**src/hdl/smfl_pkg.sv**
```systemverilog
// constants for the supply monitor flag logic
package smfl_pkg;
  // ****************************************
  // register map
  // ****************************************
  localparam logic [7:0] SMFL_CTRL_ADDR = 8'hdf;
  localparam logic [7:0] SMFL_CTRL_RESET = 8'hde;
  localparam int SMFL_BIT_DIG_OK = 7;
  localparam int SMFL_BIT_ANA_OK = 6;
  localparam int SMFL_BIT_FLAG = 5;
  localparam int SMFL_BIT_DTRIP_HI = 4;
  localparam int SMFL_BIT_DTRIP_LO = 3;
  localparam int SMFL_BIT_ATRIP_HI = 2;
  localparam int SMFL_BIT_ATRIP_LO = 1;
  localparam int SMFL_BIT_ENABLE = 0;
  // ****************************************
  // trip point encodings
  // ****************************************
  localparam logic [1:0] SMFL_TRIP_4V63 = 2'h0;
  localparam logic [1:0] SMFL_TRIP_3V08 = 2'h1;
  localparam logic [1:0] SMFL_TRIP_2V93 = 2'h2;
  localparam logic [1:0] SMFL_TRIP_2V63 = 2'h3;
  // ****************************************
  // timing
  // ****************************************
  localparam longint SMFL_CLK_HZ = 25000000;
  localparam longint SMFL_HOLDOFF_MS = 250;
  localparam longint SMFL_HOLDOFF_CYC = (SMFL_HOLDOFF_MS * SMFL_CLK_HZ) / 1000;
  localparam int SMFL_GLITCH_SAMPLES = 4;
endpackage

```
**src/hdl/smfl_supply_monitor.sv**
```systemverilog
// supply monitor flag logic: control register, glitch filters, hold-off timer
// Behaviour
// while enabled, a low on either filtered comparator is a low-supply condition.
// bits 4:3 pick the digital trip point (00 4.63 V, 01 3.08 V, 10 2.93 V, 11 2.63 V) and drive it out.
// bits 2:1 pick the analog trip point with the same encoding and drive it out.
// bit 0 written one enables the monitor, written zero disables it.
// bit 7 reads the digital comparator, one meaning above trip.
// bit 6 reads the analog comparator, one meaning above trip.
// bit 5 is set by hardware while either comparator reports low.
// once both comparators are high again a 250 ms hold-off runs and its expiry clears bit 5.
// software may write bit 5 but cannot clear it while either comparator is low.
// with the matching interrupt enable set, the flag raises the processor interrupt.
// short comparator glitches neither set the flag nor raise the interrupt.
// a new low during the hold-off resets the count until both are high again.
// a low counts only after it lasts a set number of consecutive clock samples.
`timescale 1ns/1ps
`default_nettype none
module smfl_supply_monitor
  import smfl_pkg::*;
#(
  parameter longint HOLDOFF_CYCLES = SMFL_HOLDOFF_CYC,
  parameter int GLITCH_SAMPLES = SMFL_GLITCH_SAMPLES
) (
  input wire logic clock,
  input wire logic rst,
  input wire logic [7:0] sfr_addr,
  input wire logic sfr_wr,
  input wire logic [7:0] sfr_wdata,
  output logic [7:0] sfr_rdata,
  input wire logic digital_supply_cmp,
  input wire logic analog_supply_cmp,
  input wire logic secondary_irq_enable_priority,
  output logic [1:0] digital_trip_sel,
  output logic [1:0] analog_trip_sel,
  output logic monitor_enable,
  output logic low_supply_irq
);
  localparam int GW = $clog2(GLITCH_SAMPLES + 1);
  localparam int HW = $clog2(HOLDOFF_CYCLES + 1);
  // a low is trusted only once it has been seen on GLITCH_SAMPLES edges in a row
  localparam logic [GW-1:0] GLITCH_LAST = GW'(GLITCH_SAMPLES);
  localparam logic [HW-1:0] HOLD_LAST = HW'(HOLDOFF_CYCLES - 1);
  localparam logic [GW-1:0] GZERO = '0;
  localparam logic [HW-1:0] HZERO = '0;
  localparam logic [7:0] RZERO = '0;

  typedef enum logic [1:0] {
    SMFL_IDLE = 2'b00,
    SMFL_LOW = 2'b01,
    SMFL_HOLD = 2'b10
  } smfl_state_t;

  // ****************************************
  // register state
  // ****************************************
  logic [1:0] dtrip_reg;
  logic [1:0] atrip_reg;
  logic enable_reg;
  logic low_supply_irq_flag_reg;
  logic [GW-1:0] dig_cnt_reg;
  logic [GW-1:0] ana_cnt_reg;
  logic [HW-1:0] hold_cnt_reg;
  smfl_state_t state_reg;
  smfl_state_t state_next;
  logic irq_reg;
  logic [7:0] rdata_reg;

  // ****************************************
  // decode
  // ****************************************
  wire logic ctrl_hit = sfr_addr == SMFL_CTRL_ADDR;
  wire logic ctrl_wr = sfr_wr && ctrl_hit;
  wire logic digital_supply_ok = digital_supply_cmp;
  wire logic analog_supply_ok = analog_supply_cmp;
  // a low is trusted only after it outlasts the filter window
  wire logic dig_low = enable_reg && (dig_cnt_reg == GLITCH_LAST);
  wire logic ana_low = enable_reg && (ana_cnt_reg == GLITCH_LAST);
  wire logic supply_low = dig_low || ana_low;
  wire logic hold_done = (state_reg == SMFL_HOLD) && (hold_cnt_reg == HOLD_LAST);
  wire logic sw_set = ctrl_wr && sfr_wdata[SMFL_BIT_FLAG];
  // the clear is judged on the raw comparators, so a low still inside the filter blocks it
  wire logic both_ok = digital_supply_ok && analog_supply_ok;
  wire logic sw_clr = ctrl_wr && !sfr_wdata[SMFL_BIT_FLAG] && both_ok;
  // a hardware or software set beats a clear landing in the same cycle
  wire logic flag_next = supply_low || sw_set
                         || (low_supply_irq_flag_reg && !sw_clr && !hold_done);
  wire logic [7:0] status_word = {digital_supply_ok, analog_supply_ok, low_supply_irq_flag_reg,
                                  dtrip_reg, atrip_reg, enable_reg};

  always_comb begin
    state_next = state_reg;
    case (state_reg)
      SMFL_IDLE: begin
        if (supply_low) begin
          state_next = SMFL_LOW;
        end
      end
      SMFL_LOW: begin
        if (!supply_low) begin
          state_next = SMFL_HOLD;
        end
      end
      SMFL_HOLD: begin
        if (supply_low) begin
          state_next = SMFL_LOW;
        end else if (hold_done) begin
          state_next = SMFL_IDLE;
        end
      end
      default: begin
        state_next = SMFL_IDLE;
      end
    endcase
  end

  // ****************************************
  // control register
  // ****************************************
  always_ff @(posedge clock or posedge rst) begin
    if (rst) begin
      dtrip_reg <= SMFL_CTRL_RESET[SMFL_BIT_DTRIP_HI:SMFL_BIT_DTRIP_LO];
      atrip_reg <= SMFL_CTRL_RESET[SMFL_BIT_ATRIP_HI:SMFL_BIT_ATRIP_LO];
      enable_reg <= SMFL_CTRL_RESET[SMFL_BIT_ENABLE];
    end else if (ctrl_wr) begin
      dtrip_reg <= sfr_wdata[SMFL_BIT_DTRIP_HI:SMFL_BIT_DTRIP_LO];
      atrip_reg <= sfr_wdata[SMFL_BIT_ATRIP_HI:SMFL_BIT_ATRIP_LO];
      enable_reg <= sfr_wdata[SMFL_BIT_ENABLE];
    end
  end

  always_ff @(posedge clock or posedge rst) begin
    if (rst) begin
      low_supply_irq_flag_reg <= SMFL_CTRL_RESET[SMFL_BIT_FLAG];
    end else begin
      low_supply_irq_flag_reg <= flag_next;
    end
  end

  // ****************************************
  // glitch filters
  // ****************************************
  // counters saturate so a long brownout cannot wrap and look like a fresh glitch
  wire logic dig_clear = digital_supply_ok || !enable_reg;
  wire logic ana_clear = analog_supply_ok || !enable_reg;
  wire logic [GW-1:0] dig_cnt_next = dig_clear ? GZERO
                                     : dig_low ? dig_cnt_reg : dig_cnt_reg + GW'(1);
  wire logic [GW-1:0] ana_cnt_next = ana_clear ? GZERO
                                     : ana_low ? ana_cnt_reg : ana_cnt_reg + GW'(1);

  always_ff @(posedge clock or posedge rst) begin
    if (rst) begin
      dig_cnt_reg <= GZERO;
    end else begin
      dig_cnt_reg <= dig_cnt_next;
    end
  end

  always_ff @(posedge clock or posedge rst) begin
    if (rst) begin
      ana_cnt_reg <= GZERO;
    end else begin
      ana_cnt_reg <= ana_cnt_next;
    end
  end

  // ****************************************
  // hold-off timer
  // ****************************************
  // a trusted low, or leaving the hold state, restarts the hold-off from zero
  wire logic hold_clear = (state_reg != SMFL_HOLD) || supply_low;
  wire logic [HW-1:0] hold_cnt_next = hold_clear ? HZERO : hold_cnt_reg + HW'(1);

  always_ff @(posedge clock or posedge rst) begin
    if (rst) begin
      state_reg <= SMFL_IDLE;
    end else begin
      state_reg <= state_next;
    end
  end

  always_ff @(posedge clock or posedge rst) begin
    if (rst) begin
      hold_cnt_reg <= HZERO;
    end else begin
      hold_cnt_reg <= hold_cnt_next;
    end
  end

  // ****************************************
  // outputs
  // ****************************************
  wire logic irq_next = flag_next && secondary_irq_enable_priority;

  always_ff @(posedge clock or posedge rst) begin
    if (rst) begin
      irq_reg <= 1'b0;
    end else begin
      irq_reg <= irq_next;
    end
  end

  // ****************************************
  // read port
  // ****************************************
  // mux before the flop keeps the bus output registered; data lags the address one edge
  wire logic [7:0] rdata_next = ctrl_hit ? status_word : RZERO;

  always_ff @(posedge clock or posedge rst) begin
    if (rst) begin
      rdata_reg <= RZERO;
    end else begin
      rdata_reg <= rdata_next;
    end
  end

  // registered copies of the trip fields keep outputs flop-driven
  assign digital_trip_sel = dtrip_reg;
  assign analog_trip_sel = atrip_reg;
  assign monitor_enable = enable_reg;
  assign low_supply_irq = irq_reg;
  assign sfr_rdata = rdata_reg;
endmodule
`default_nettype wire

```
**config.mk**
```make
export PLATFORM = sky130hd
export DESIGN_NAME = smfl_supply_monitor
export DESIGN_NICKNAME = d
export VERILOG_FILES = /design/src/hdl/smfl_pkg.sv /design/src/hdl/smfl_supply_monitor.sv
export SDC_FILE = /design/constraint.sdc
export NUM_CORES = 1
export LEC_CHECK = 0
export BUFFER_PORTS_ARGS = -buffer_cell sky130_fd_sc_hd__buf_4
export CAP_MARGIN = 20
export CORE_MARGIN = 2
export CORE_UTILIZATION = 35
export CTS_CLUSTER_DIAMETER = 100
export DETAILED_ROUTE_END_ITERATION = 16
export MAX_ROUTING_LAYER = met4
export PLACE_DENSITY_LB_ADDON = 0.12
export SLEW_MARGIN = 20
export SYNTH_ARGS = -nofsm -noshare
export SYNTH_HDL_FRONTEND = slang
export SYNTH_SLANG_ARGS = --single-unit
```
**constraint.sdc**
```tcl
create_clock -name clock -period 2.5 [get_ports clock]
set_input_delay 0.125 -clock clock [delete_from_list [all_inputs] [get_ports clock]]
set_output_delay 0.125 -clock clock [all_outputs]
set_load 0.03 [all_outputs]
```
==> impl_metrics.tcl <==
set metrics [dict create \
    status "finished, final reports clean" \
    dieWidth_um 82 \
    ant_nets 0 \
    core_um2 5890 \
    synth-compound-area-share_pct 7.70 \
    vias 1606 \
    grtUsageTotal_pct 15.1 \
    clk_latency_ns 0.30 \
    period_share_pct 85.8 \
    synth_edf_count 0 \
    arrival_ns 2.37 \
    tightest_slew_ns 0.539 \
    post_cts_buffers 0 \
    final_nets 275 \
    syn2layout_area_growth_pct 21.5 \
    fin_worst_skew_ns 0.00448 \
    netlist.area_leader.share_pct 49.4 \
    numCtsBuffers 5 \
    drv_cap 0 \
    relSlewSlack_pct 63.7 \
    ys_seq_area_share_pct 54.3 \
    ys.flop_type "dfrtp_1" \
    cts_resized 0 \
    rows 28 \
    synth_seq_cells 46 \
    fmax_ghz 0.466 \
    drc 0 \
    ir_drop_mv 0.281 \
    hold_buffers 1 \
    multi_input_area_um2 911 \
    ff_latch_area_um2 1160 \
    crit_fanout 9 \
    leakage_nw 1.11 \
    crit_path_start_kind "flip-flop" \
    hp-class "in -> reg" \
    grt_max_degree 29 \
    synth_nets 238 \
    clk_path_buf_depth 2 \
    critPathRequiredTime_ns 2.72 \
    syn_area_per_cell_um2 10.1 \
    synth_simple_gate_area_share_pct 24.1 \
    synth_xor_area_share_pct 5.35 \
    avgViaCountPerCell 4.96 \
    ys_top_cells_by_area "dfrtp_1, dfstp_2, xnor2_1" \
    synth_top_family_by_area "simple AND/OR/NAND/NOR gates" \
    cts_sinks 46 \
    fillers 600 \
    netlist_area_um2 2130 \
    overflow 0 \
    cts_max_level 2 \
    yosysUniqueCellTypes 31 \
    grt_setup_unrepaired "no" \
    ys_async_sr_fraction_pct 100 \
    total_power_w 0.00138 \
    final_core_util_pct 44.0 \
    synth_mux_area_share_pct 2.64 \
    wire_per_inst_um 13.0 \
    end_kind "flip-flop" \
    synth_fa_ha_area_share_pct 2.94 \
    die_h_um 82 \
    cellPowerDensity_nw_per_um2 535 \
    clkTransAtPathRegs_ns 0.09 \
    drv_slew 0 \
    port_buffers 33 \
    grt_pass1_vias 1592 \
    finalSetupViolations 0 \
    fin_setup_tns_ns 0 \
    top_level_ports 36 \
    drt_iter0_drc 55 \
    antenna-diode-count 0 \
    start_util_pct 36.2 \
    largest_reg_flops 23 \
    dieArea_um2 6720 \
    antenna_found_initial 0 \
    wirelength_um 4220 \
    criticalPathCategory "reg -> reg" \
    place_congestion 0.759 \
    fin_crit_ns 2.14 \
    drive_gt1_share_pct 22.1 \
    hpwl_um 3040 \
    synth_top_cell_by_area "dfrtp_1" \
    grt_first_pass_wirelength_um 7460 \
    ys.warnings.count 0 \
    hold_violations 0 \
    cts_tree "done" \
    cts_root_buf "clkbuf_8" \
    synth_cells 211 \
    first_pass_iters 4 \
]
## critical path, stage by stage (launching register included)
cell     delay, ns
dfrtp_1       0.41
ha_1          0.23
inv_1         0.11
or4_1         0.70
or4_1         0.45
a21oi_1       0.17
## cells by family after synthesis
kind of cell / Yosys count
AND/OR/NAND/NOR: 97
flip-flops: 46
AO/OA/AOI/OAI: 29
buffers and inverters: 16
XOR/XNOR: 13
multiplexers: 5
adder cells (fa/ha/maj): 5
## report_power, final
part / internal, W / total (W) / switching (W)
logic: 0.0000332 / 0.0000692 / 0.0000361
clock network: 0.000300 / 0.000558 / 0.000258
registers: 0.000752 / 0.000757 / 0.00000468
total: 0.00108 / 0.00138 / 0.000299
## Yosys cell counts (2+ instances only)
cell and count:
dfstp_2 4, nor3_1 4, a21oi_1 12, inv_1 9
nand4_1 5, buf_2 2, and3_1 9, a21boi_0 2
nor4_1 5, nand3_1 12, and4_1 2, nand2_1 15
clkbuf_1 5, mux2_2 5, nand2b_1 4, nor2_1 22
or4_1 6, dfrtp_1 42, xor2_1 2, o31ai_1 2
ha_1 5, o21ai_0 10, xnor2_1 11, or3_1 9
## path summary, 6_finish.rpt
path	from	endpoint	slack [ns]	cells after the start
max	hold_cnt_reg[0]	hold_cnt_reg[20]	0.36	5
min	sfr_wdata[1]	analog_trip_sel[0]	0.05	2
max reg2reg	hold_cnt_reg[0]	hold_cnt_reg[20]	0.36	5
min reg2reg	state_reg[0]	state_reg[0]	0.48	1
max in group asynchronous	rst	analog_trip_sel[0]	1.40	4
min in group asynchronous	rst	hold_cnt_reg[19]	0.36	3
## layout make-up
cell class                      count  area share [%]
Clock buffer                        5            2.66
Timing Repair Buffer               37            10.8
Inverter                            9            1.31
Sequential cell                    46            44.7
Tap cell                           75            3.63
Multi-Input combinational cell    149            35.2
Clock inverter                      3            1.69
## routing by layer
| layer | vias to the layer above | routed length (um) | global-route usage (%) |
|---|---|---|---|
| li1 | 816 | - | - |
| met1 | 770 | 2010 | 19.3 |
| met2 | 15 | 2040 | 23.6 |
| met3 | 5 | 101 | 3.30 |
| met4 | 0 | 70 | 5.50 |
| met5 | - | 0 | - |
## cell usage in the layout (no fill, tap or decap), types with 6 or more instances in the layout
cell type and instances:
or4_1 6, dfrtp_1 42, buf_4 36, o21ai_0 10
nand2_1 15, or3_1 9, xnor2_1 11, a21oi_1 12
nand3_1 12, inv_1 8, nor2_1 22, and3_1 9
## through the flow
step                worst slack (ns)  instance area, um2  hold WS [ns]  cells
floorplan                      0.581                2130         0.255    211
global placement               0.418                2460         0.150    315
detailed placement             0.411                2460         0.149    315
CTS                            0.373                2590        0.0437    324
global route                   0.224                2590        0.0402    324
finish                         0.355                2590        0.0547    324
Note: power is estimated with default switching activity, not from simulation.
